**config.mk**
```make
export PLATFORM = sky130hd
export DESIGN_NAME = bps_block_program
export DESIGN_NICKNAME = d
export VERILOG_FILES = /design/src/rtl/bps_pkg.sv /design/src/rtl/bps_block_program.sv /design/src/rtl/bps_fill_engine.sv
export SDC_FILE = /design/constraint.sdc
export NUM_CORES = 1
export LEC_CHECK = 0
export BUFFER_PORTS_ARGS = -buffer_cell sky130_fd_sc_hd__buf_2
export CELL_PAD_IN_SITES_DETAIL_PLACEMENT = 0
export CELL_PAD_IN_SITES_GLOBAL_PLACEMENT = 1
export CORE_MARGIN = 4
export CORE_UTILIZATION = 33
export DETAILED_ROUTE_END_ITERATION = 8
export PLACE_DENSITY = 0.85
export SLEW_MARGIN = 15
export SYNTH_ARGS = -nofsm -noshare
export SYNTH_HDL_FRONTEND = slang
export SYNTH_HIERARCHICAL = 1
export SYNTH_SLANG_ARGS = --single-unit
export TNS_END_PERCENT = 30
```
**constraint.sdc**
```tcl
create_clock -name clk -period 1.43 [get_ports clk]
set_input_delay 0.2145 -clock clk [delete_from_list [all_inputs] [get_ports clk]]
set_output_delay 0.2145 -clock clk [all_outputs]
set_load 0.02 [all_outputs]
```
**src/rtl/bps_pkg.sv**
```systemverilog
/*
 * Constants for the block-program and soft-reset register bank:
 * register offsets, field positions, reset values, fill geometry, timing.
 * Assumes a 16-bit register port and a 40 MHz core clock.
 */
package bps_pkg;
    localparam int ADDR_W = 16;
    localparam int DATA_W = 16;

    localparam logic [15:0] CTRL_OFFSET = 16'h0000;
    localparam logic [15:0] MODE_OFFSET = 16'h0001;
    localparam logic [15:0] SRST_OFFSET = 16'h0002;

    // Control register
    localparam int CTRL_FILL_EN_BIT = 0;
    localparam logic CTRL_FILL_EN_RST = 1'b0;

    // Internal mode selection register
    localparam int MODE_START_BIT = 0;
    localparam int MODE_PAT_LSB = 1;
    localparam int MODE_PAT_W = 3;
    localparam int MODE_OTHER_LSB = 4;
    localparam int MODE_OTHER_W = 5;
    localparam logic [2:0] MODE_PAT_RST = 3'h0;
    localparam logic [4:0] MODE_OTHER_RST = 5'h00;

    // Software reset register
    localparam int SRST_PLL_BIT = 0;
    localparam int SRST_SW_BIT = 1;
    localparam logic [1:0] SRST_RST = 2'h0;

    // Connection memory swept by the fill
    localparam int CM_AW = 11;
    localparam logic [10:0] CM_LAST = 11'h7FF;

    // Frame timing
    localparam int CLK_PERIOD_PS = 25000;
    localparam int FRAME_PERIOD_NS = 125000;
    localparam int FRAME_CYCLES =
        (FRAME_PERIOD_NS * 1000) / CLK_PERIOD_PS;

    typedef enum logic [3:0] {
        BPS_IDLE = 4'b0001,
        BPS_ARM = 4'b0010,
        BPS_FILL = 4'b0100,
        BPS_HOLD = 4'b1000
    } bps_state_e;
endpackage

```
**src/rtl/bps_block_program.sv**
```systemverilog
/*
 * Register bank for connection memory block programming and the software
 * resets of the switching datapath and the DPLL.
 * Assumes a synchronous register port with read data one cycle after the
 * read strobe, and a one-cycle frame_pulse at each TDM frame start.
 */
// The address-and-strobe port was chosen for this implementation.
`timescale 1ns/1ps
// Summary of operation
// - A zero-to-one change of the start bit begins the block fill.
// - With fill enable high, the fill completes within two frames.
// - The start bit clears itself when the fill completes.
// - Clearing start or fill enable while start is high aborts the fill.
// - Switch soft reset bit high holds the switching logic in reset.
// - DPLL soft reset bit high holds the DPLL logic in reset.
module bps_block_program #(
    parameter int FRAME_CYCLES = bps_pkg::FRAME_CYCLES
) (
    input wire logic clk,
    input wire logic arst_n,
    input wire logic [15:0] reg_addr,
    input wire logic [15:0] reg_wdata,
    input wire logic reg_wr,
    input wire logic reg_rd,
    output logic [15:0] reg_rdata,
    input wire logic frame_pulse,
    output logic [4:0] mode_other,
    output logic switch_soft_reset,
    output logic pll_soft_reset,
    output logic fill_busy,
    output logic cm_wr_en,
    output logic [10:0] cm_addr,
    output logic [2:0] cm_wdata
);
    logic fill_enable_bit_r;
    logic fill_start_r;
    logic [2:0] fill_pattern_field_r;
    logic [4:0] mode_other_r;
    logic [1:0] srst_r;
    logic [15:0] rdata_r;
    logic wr_ctrl;
    logic wr_mode;
    logic wr_srst;
    logic start_rise;
    logic abort;
    logic go;
    logic busy_w;
    logic done_w;
    logic [15:0] rdata_nxt;

    assign wr_ctrl = reg_wr && reg_addr == bps_pkg::CTRL_OFFSET;
    assign wr_mode = reg_wr && reg_addr == bps_pkg::MODE_OFFSET;
    assign wr_srst = reg_wr && reg_addr == bps_pkg::SRST_OFFSET;

    // A write of one over a low start bit is the only way to begin
    assign start_rise = wr_mode && !fill_start_r
        && reg_wdata[bps_pkg::MODE_START_BIT];

    // Either control bit dropping while a fill is requested stops it
    assign abort = fill_start_r && (
        (wr_mode && !reg_wdata[bps_pkg::MODE_START_BIT]) ||
        (wr_ctrl && !reg_wdata[bps_pkg::CTRL_FILL_EN_BIT]));

    // Engine may run only once software has also raised the enable
    assign go = fill_start_r && fill_enable_bit_r && !busy_w
        && !done_w && !abort;

    always_ff @(posedge clk or negedge arst_n) begin
        if (!arst_n) begin
            fill_enable_bit_r <= bps_pkg::CTRL_FILL_EN_RST;
        end else if (wr_ctrl) begin
            fill_enable_bit_r <= reg_wdata[bps_pkg::CTRL_FILL_EN_BIT];
        end
    end

    // Completion clears the start bit even against a rewrite of one
    always_ff @(posedge clk or negedge arst_n) begin
        if (!arst_n) begin
            fill_start_r <= 1'b0;
        end else if (done_w || abort) begin
            fill_start_r <= 1'b0;
        end else if (start_rise) begin
            fill_start_r <= 1'b1;
        end
    end

    // Pattern is taken from every write to the mode register, start bit high or low
    always_ff @(posedge clk or negedge arst_n) begin
        if (!arst_n) begin
            fill_pattern_field_r <= bps_pkg::MODE_PAT_RST;
            mode_other_r <= bps_pkg::MODE_OTHER_RST;
        end else if (wr_mode) begin
            fill_pattern_field_r <= reg_wdata[bps_pkg::MODE_PAT_LSB +:
                bps_pkg::MODE_PAT_W];
            mode_other_r <= reg_wdata[bps_pkg::MODE_OTHER_LSB +:
                bps_pkg::MODE_OTHER_W];
        end
    end

    // Reserved bits are not stored and read back as zero
    always_ff @(posedge clk or negedge arst_n) begin
        if (!arst_n) begin
            srst_r <= bps_pkg::SRST_RST;
        end else if (wr_srst) begin
            srst_r[bps_pkg::SRST_SW_BIT] <=
                reg_wdata[bps_pkg::SRST_SW_BIT];
            srst_r[bps_pkg::SRST_PLL_BIT] <=
                reg_wdata[bps_pkg::SRST_PLL_BIT];
        end
    end

    always_comb begin
        rdata_nxt = '0;
        if (reg_rd) begin
            case (reg_addr)
                bps_pkg::CTRL_OFFSET: begin
                    rdata_nxt[bps_pkg::CTRL_FILL_EN_BIT] = fill_enable_bit_r;
                end
                bps_pkg::MODE_OFFSET: begin
                    rdata_nxt[bps_pkg::MODE_START_BIT] = fill_start_r;
                    rdata_nxt[bps_pkg::MODE_PAT_LSB +: bps_pkg::MODE_PAT_W] =
                        fill_pattern_field_r;
                    rdata_nxt[bps_pkg::MODE_OTHER_LSB +:
                        bps_pkg::MODE_OTHER_W] = mode_other_r;
                end
                bps_pkg::SRST_OFFSET: begin
                    rdata_nxt[bps_pkg::SRST_SW_BIT] =
                        srst_r[bps_pkg::SRST_SW_BIT];
                    rdata_nxt[bps_pkg::SRST_PLL_BIT] =
                        srst_r[bps_pkg::SRST_PLL_BIT];
                end
                default: begin
                    rdata_nxt = '0;
                end
            endcase
        end
    end

    always_ff @(posedge clk or negedge arst_n) begin
        if (!arst_n) begin
            rdata_r <= '0;
        end else begin
            rdata_r <= rdata_nxt;
        end
    end

    assign reg_rdata = rdata_r;
    assign mode_other = mode_other_r;
    assign switch_soft_reset = srst_r[bps_pkg::SRST_SW_BIT];
    assign pll_soft_reset = srst_r[bps_pkg::SRST_PLL_BIT];
    assign fill_busy = busy_w;

    bps_fill_engine u_fill (
        .clk(clk),
        .arst_n(arst_n),
        .go(go),
        .abort(abort),
        .frame_pulse(frame_pulse),
        .pattern(fill_pattern_field_r),
        .busy_r(busy_w),
        .done_r(done_w),
        .cm_wr_r(cm_wr_en),
        .cm_addr_r(cm_addr),
        .cm_data_r(cm_wdata)
    );

    // Helper counters for the checks below
    int unsigned run_cyc_r;
    int unsigned frames_r;

    always_ff @(posedge clk or negedge arst_n) begin
        if (!arst_n) begin
            run_cyc_r <= 0;
            frames_r <= 0;
        end else if (!(fill_start_r && fill_enable_bit_r)) begin
            run_cyc_r <= 0;
            frames_r <= 0;
        end else begin
            run_cyc_r <= run_cyc_r + 1;
            if (frame_pulse) begin
                frames_r <= frames_r + 1;
            end
        end
    end
endmodule // bps_block_program

```
**src/rtl/bps_fill_engine.sv**
```systemverilog
/*
 * Fill sequencer: waits for a frame boundary, writes the pattern to every
 * connection memory location, then ends at the next frame boundary.
 * Assumes frame_pulse is one cycle per frame and a frame is longer than
 * the memory depth in clocks.
 */
`timescale 1ns/1ps
module bps_fill_engine (
    input wire logic clk,
    input wire logic arst_n,
    input wire logic go,
    input wire logic abort,
    input wire logic frame_pulse,
    input wire logic [2:0] pattern,
    output logic busy_r,
    output logic done_r,
    output logic cm_wr_r,
    output logic [10:0] cm_addr_r,
    output logic [2:0] cm_data_r
);
    bps_pkg::bps_state_e state_r;
    logic sweep_start;

    // A pulse in the go cycle is taken at once so no frame is lost
    assign sweep_start = frame_pulse && (state_r == bps_pkg::BPS_ARM ||
        (state_r == bps_pkg::BPS_IDLE && go));

    always_ff @(posedge clk or negedge arst_n) begin
        if (!arst_n) begin
            state_r <= bps_pkg::BPS_IDLE;
        end else if (abort) begin
            state_r <= bps_pkg::BPS_IDLE;
        end else begin
            case (state_r)
                bps_pkg::BPS_IDLE: begin
                    if (sweep_start) begin
                        state_r <= bps_pkg::BPS_FILL;
                    end else if (go) begin
                        state_r <= bps_pkg::BPS_ARM;
                    end
                end
                bps_pkg::BPS_ARM: begin
                    if (frame_pulse) begin
                        state_r <= bps_pkg::BPS_FILL;
                    end
                end
                bps_pkg::BPS_FILL: begin
                    if (cm_wr_r && cm_addr_r == bps_pkg::CM_LAST) begin
                        state_r <= bps_pkg::BPS_HOLD;
                    end
                end
                bps_pkg::BPS_HOLD: begin
                    if (frame_pulse) begin
                        state_r <= bps_pkg::BPS_IDLE;
                    end
                end
                default: begin
                    state_r <= bps_pkg::BPS_IDLE;
                end
            endcase
        end
    end

    always_ff @(posedge clk or negedge arst_n) begin
        if (!arst_n) begin
            busy_r <= 1'b0;
            done_r <= 1'b0;
        end else begin
            busy_r <= !abort && (state_r != bps_pkg::BPS_IDLE || go);
            done_r <= !abort && state_r == bps_pkg::BPS_HOLD && frame_pulse;
        end
    end

    // Sweep every location once, one write per clock
    always_ff @(posedge clk or negedge arst_n) begin
        if (!arst_n) begin
            cm_wr_r <= 1'b0;
            cm_addr_r <= '0;
            cm_data_r <= bps_pkg::MODE_PAT_RST;
        end else if (abort) begin
            cm_wr_r <= 1'b0;
        end else if (sweep_start) begin
            cm_wr_r <= 1'b1;
            cm_addr_r <= '0;
            cm_data_r <= pattern;
        end else if (cm_wr_r) begin
            cm_wr_r <= cm_addr_r != bps_pkg::CM_LAST;
            // Address rests on the last location once the sweep ends
            if (cm_addr_r != bps_pkg::CM_LAST) begin
                cm_addr_r <= cm_addr_r + 11'h001;
            end
        end
    end
endmodule // bps_fill_engine

```
======== Word level (Yosys, flattened, before mapping) ========
Index checks and enable logic that the tools add are counted.
operators by class
  mux-type cells .......................... 19
  add/subtract/negate cells ............... 1
  eq/ne operators ......................... 13
  reduce and logical (&&, ||, !) cells .... 34
  bitwise gates (word level) .............. 1
operators by type and width
  cell                                                   count
  two-way mux 11 bit                                     3
  two-way mux 4 bit                                      6
  logical AND 1 bit                                      18
  equality test 16 x 1 -> 1 bit (second input constant)  1
  equality test 16 x 2 -> 1 bit (second input constant)  1
  zero test 16 bit                                       1
  case mux 4 bit (4 select lines)                        1
  adder 11 x 1 -> 11 bit (second input constant)         1
  equality test 11 bit (second input constant)           1
  != test 11 bit (second input constant)                 1
  two-way mux 9 bit                                      1
  two-way mux 7 bit                                      1
  != test 3 bit (second input constant)                  2
  nonzero test 2 bit                                     3
  zero test 1 bit                                        5
  two-way mux 1 bit                                      5
  equality test 4 x 1 -> 1 bit (second input constant)   1
  equality test 4 x 2 -> 1 bit (second input constant)   1
  equality test 4 x 3 -> 1 bit (second input constant)   1
  equality test 4 bit (second input constant)            1
  logical OR 1 bit                                       4
  != test 4 x 1 -> 1 bit (second input constant)         1
  != test 4 x 2 -> 1 bit (second input constant)         1
  AND reduction 4 bit                                    1
  other kinds (6)                                        6
word-level totals
  input port bits ......................... 37
  output and inout bits ................... 39
  word-level logic and storage cells ...... 80
  bits in registers ....................... 49

======== Logic depth before layout (Yosys ltp) ========
  depth after elaboration ................. 13
  mapped depth ............................ 8

======== Cells and area by module ========
The synthesis kept the hierarchy.
by module, submodules not included
  module             area an instance (um^2)  sequential area each (um^2)  instances  cells each
  bps_fill_engine    1036.0                   526.8                        1          99
  bps_block_program  974.7                    525.5                        1          75

======== Least setup slack after synthesis ========
Ideal clock, no wire load.
  path type ............................... input-to-reg
  from .................................... in reg_addr[11]
  to ...................................... reg u_fill.cm_addr_r[9]
  arrival ................................. 1.751 ns
  data required time ...................... 1.357 ns
  cell stages on the path ................. 8
  buffers on the path ..................... 0
  path slack .............................. -0.394 ns
  path through ............................ nor4b_1 -> nand4_1 -> nor2_1 -> and2_1 -> and4b_1 -> and3_1 -> a31o_1 -> a21oi_2
on the way
  longest elaborated chain between the ends .. 12
ends and longest elaborated chain
  what                                                               line                                              text
  start, declared                                                    bps_block_program.sv:21                           input wire logic [15:0] reg_addr,
  equality test 16 x 1 -> 1 bit or zero test 16 bit (tied branches)  bps_block_program.sv:52, bps_block_program.sv:51
  logical AND 1 bit (on tied branches)                               bps_block_program.sv:52, bps_block_program.sv:51
  logical AND 1 bit (on tied branches)                               bps_block_program.sv:61, bps_block_program.sv:62
  logical OR 1 bit *                                                 bps_block_program.sv:61                           (wr_mode && !reg_wdata[bps_pkg::MODE_START_BIT]) ||
  logical AND 1 bit *                                                bps_block_program.sv:60                           assign abort = fill_start_r && (
  named net abort                                                    bps_block_program.sv:45                           logic abort;
  zero test 1 bit                                                    bps_block_program.sv:66                           && !done_w && !abort;
  logical AND 1 bit                                                  bps_block_program.sv:66
  logical AND 1 bit                                                  bps_fill_engine.sv:26                             (state_r == bps_pkg::BPS_IDLE && go));
  logical OR 1 bit                                                   bps_fill_engine.sv:25                             assign sweep_start = frame_pulse && (state_r == bps_pkg::BPS_ARM ||
  logical AND 1 bit                                                  bps_fill_engine.sv:25
  nonzero test 2 bit (no line)                                       --
  AND reduction 3 bit (no line)                                      --
  end signal, assigned                                               bps_fill_engine.sv:90                             cm_addr_r <= cm_addr_r + 11'h001;
  end, declared                                                      bps_fill_engine.sv:18                             output logic [10:0] cm_addr_r,
The timed path passes the listed nets; every way through them passes the cells marked *.
A chain may end at the register's enable or synchronous reset.

======== Worst setup path after layout ========
  from .................................... reg u_fill.busy_r
  to ...................................... reg u_fill.cm_data_r[0]
on the way
  longest elaborated chain between the ends .. 8
ends and longest elaborated chain
  what                             line                     text
  start, declared                  bps_fill_engine.sv:15    output logic busy_r,
  start signal, assigned           bps_fill_engine.sv:69    busy_r <= !abort && (state_r != bps_pkg::BPS_IDLE || go);
  zero test 1 bit                  bps_block_program.sv:65  assign go = fill_start_r && fill_enable_bit_r && !busy_w
  logical AND 1 bit                bps_block_program.sv:65
  logical AND 1 bit (2 in series)  bps_block_program.sv:66
  named net go                     bps_block_program.sv:46  logic go;
  logical AND 1 bit                bps_fill_engine.sv:26
  logical OR 1 bit                 bps_fill_engine.sv:25
  logical AND 1 bit                bps_fill_engine.sv:25
  AND reduction 2 bit (no line)    --
  end signal, assigned             bps_fill_engine.sv:79    cm_data_r <= bps_pkg::MODE_PAT_RST;
  end signal, assigned             bps_fill_engine.sv:85    cm_data_r <= pattern;
  end, declared                    bps_fill_engine.sv:19    output logic [2:0] cm_data_r
The timed path passes the listed nets, and every way through them passes these cells.

==> impl_metrics.yaml <==
grt:
  grt_pass1_vias: 1740
  track_usage: 0.140
  grt_pass1_wl_um: 8290
  global_route.overflow_total: 0
  grt_max_degree: 20
  grt_antenna_before_repair: 0
timing:
  worst_slack_ns: -0.276
  drv_slew: 0
  hold_violations: 0
  finalSetupViolCount: 16
  fin_crit_ns: 1.71
  rsz0062_at_grt: "true"
  clock_skew_ns: 0.00613
  whs_ns: 0.147
  fmax_ghz: 0.586
  post-route-period-util: 1.19
critical_path:
  arrival_ns: 1.89
  path_cells: "nor4_2 -> and3b_2 -> o2111a_2 -> mux2_4"
  cp.required_ns: 1.61
  cp-startpoint: "u_fill/busy_r"
  crit_slowest_cell: "dfrtp_1"
  worstSetupEndpointType: "flip-flop"
  rr_worst_depth: 4
  rr_startpoint: "u_fill/busy_r"
  crit_type: "flip-flop to flip-flop"
  timing.rr.end: "u_fill/cm_data_r[0]"
  critPathMaxStageDelay_ns: 0.39
  critPathLaunchType: "flip-flop"
  path_max_fanout: 5
  r2r_slack_ns: -0.28
  path_buf_inv: 0
  crit_family: "simple AND/OR/NAND/NOR gates"
route:
  topRoutingLayerUsed: "met4"
  via_per_inst: 4.84
  wl_met3_um: 317
  drt-pass1-iter-count: 4
  met2_length_um: 2430
  drt_iter0_drc: 55
  drt-total-wl_um: 4990
  num_vias: 1719
  drt-wirelength-per-cell_um: 14.1
  route.detailed.drc: 0
  wl_met1_um: 2200
  ant_nets: 0
layout:
  fin_cells: 355
  register_area_mm2: 0.00105
  antenna_cells: 0
  n_fill_cell: 551
  utilization: 0.489
  drive_gt1_frac: 0.496
  stdcell_area_mm2: 0.00289
  area_delta_synth_final_pct: 43.9
  multi_input_area_um2: 978
  nets: 317
logic_synthesis:
  netlist.area_leader.share: 0.510
  synth_cell_types: 49
  synth_edf_count: 0
  ys_ff_latch: 42
  ys_seq_area_frac: 0.523
  synth_area_leader_cell: "dfrtp_1"
  avgSynthCellArea_um2: 11.6
  synth.area.top_cells: "dfrtp_1 51%, mux2_4 6.0%, buf_4 3.0%, and2_1 2.8%, mux2_1 2.2%"
  yosysWarnings: 6
  netlist_area_mm2: 0.00201
  ys_async_sr_fraction: 1.00
  syn_inst: 174
  synth-main-ff-cell: "dfrtp_1"
placement:
  routabilityCongestion: 0.830
  place_area_mm2: 0.00269
  io_buffers: 61
  place_hpwl_um: 3750
  dp.cells: 343
  place_ws_ns: -0.576
power_and_ir_drop:
  p_leak_nw: 1.50
  clockPowerShare: 0.366
  power.share.switching: 0.239
  p_sw_mw: 0.501
  vdd_drop_max_mv: 0.364
  p_int_mw: 1.59
  power_density_mw_per_mm2: 723
  combPwrFrac: 0.067
  seqPwrFrac: 0.567
die:
  die_w_um: 86.1
  start_util: 0.340
  ios: 76
  core_area_mm2: 0.00592
  core.rowCount: 28
  die_y_um: 86.1
  dieArea_mm2: 0.00741
clock_network:
  cts.sinks: 42
  clock-root-buffer: "clkbuf_8"
  clockBufferDepth: 2
  cts_buffers: 5
  cts-htree-levels: 2
  clk_pin_slew_ns: 0.08
  clock_latency_ns: 0.29
  cts_tree: "built"
run_status:
  status: "finished with violations"
  violations: "setup timing"
min_path:
  hold_depth: 2
  min_to: "mode_other[1]"
  hp-class: "input port to flip-flop"
  worstHoldStart: "reg_wdata[5]"
flow_run:
  cap_violations: 0
-- cells in the mapped netlist, types with 3 or more instances --
cell,instances
mux2_4,8
o21ai_0,5
or3_1,3
nor4_2,3
mux2_1,4
dfrtp_1,41
and2_1,9
nor2_1,11
nand4_1,6
and3_1,4
inv_1,6
nand3b_1,3
buf_4,8
nor3_1,5
nand2_1,8
a21oi_1,8
-- layer usage --
metal | track usage | up-vias
li1 | - | 831
met5 | 0 | -
met2 | 0.232 | 49
met3 | 0.0384 | 4
met4 | 0.0432 | 0
met1 | 0.178 | 835
-- worst max-delay path by stage --
stage | to | slack (ns) | cells past startpoint
after floorplan | u_fill/cm_data_r[0] | -0.32 | 7
after global placement | u_fill/cm_data_r[1] | -0.55 | 8
after detailed placement | u_fill/cm_data_r[2] | -0.58 | 8
after CTS | u_fill/cm_data_r[2] | -0.24 | 4
after global routing | u_fill/cm_data_r[1] | -0.33 | 8
final | u_fill/cm_data_r[0] | -0.28 | 4
-- state kept, by name, indices dropped and copies added, names as in the netlist --
| signal | count |
|---|---|
| u_fill/cm_addr_r | 11 |
| reg_rdata | 9 |
| mode_other | 5 |
| u_fill/state_r | 4 |
| fill_pattern_field_r | 3 |
| u_fill/cm_data_r | 3 |
| srst_r | 2 |
| fill_enable_bit_r | 1 |
| fill_start_r | 1 |
| u_fill/busy_r | 1 |
| u_fill/cm_wr_r | 1 |
| u_fill/done_r | 1 |
-- timing repair --
item                       4_1_cts  5_1_grt
cloned                           1        0
pin swaps                        8        7
setup buffers                    2        0
resized for setup               10        4
hold endpoints to repair        16        0
setup endpoints to repair       16       19
hold buffers                     1        0
-- power by group through the flow --
stage / combinational, mW / clock, mW / sequential (mW)
2_1_floorplan: 0.0439 / 0 / 1.21
3_3_place_gp: 0.128 / 0 / 1.21
3_5_place_dp: 0.129 / 0 / 1.21
4_1_cts: 0.144 / 0.798 / 1.19
5_1_grt: 0.156 / 0.843 / 1.19
6_report: 0.141 / 0.766 / 1.19
-- cells by family after synthesis --
| logic type | after synthesis | share of synthesized area |
|---|---|---|
| other | 1 | 0.00187 |
| AO/OA/AOI/OAI | 28 | 0.0927 |
| flip-flops | 42 | 0.523 |
| multiplexers | 16 | 0.103 |
| XOR/XNOR | 2 | 0.00871 |
| buffers and inverters | 15 | 0.0436 |
| adder cells (fa/ha/maj) | 1 | 0.00622 |
| AND/OR/NAND/NOR | 69 | 0.220 |
-- cells in the final DEF (no fill, tap or decap), types with 2 or more instances in the layout --
cell type   n
or3_1       3
o21ai_0     5
inv_1       6
nor4_4      3
xor2_1      2
nand3b_1    3
nor2b_1     2
nor2_1     10
clkbuf_8    5
nand2_1     8
nor3_1      5
a31o_1      2
buf_6       7
nand4_1     6
and3_1      3
and2_1      8
mux2_4     11
dfrtp_1    41
conb_1      7
o21ai_1     2
a31oi_1     2
nor4_2      2
a21oi_1     8
buf_2      54
buf_4      37
mux2i_1     2
mux2_2      2
-- stage by stage --
step	TNS, ns	total power [mW]
global route	-4.80	2.19
floorplan	-3.82	1.25
CTS	-2.67	2.13
global placement	-11.35	1.34
detailed placement	-12.10	1.34
finish	-3.24	2.09
-- area by class of cell --
class	count	share of cell area
flip-flops and latches	42	0.364
repair buffers	100	0.227
inverters	6	0.00778
multi-input cells	124	0.338
well taps	75	0.0324
clock buffers	5	0.0238
clock inverters	3	0.00735
Power figures use the tool's default switching activity.
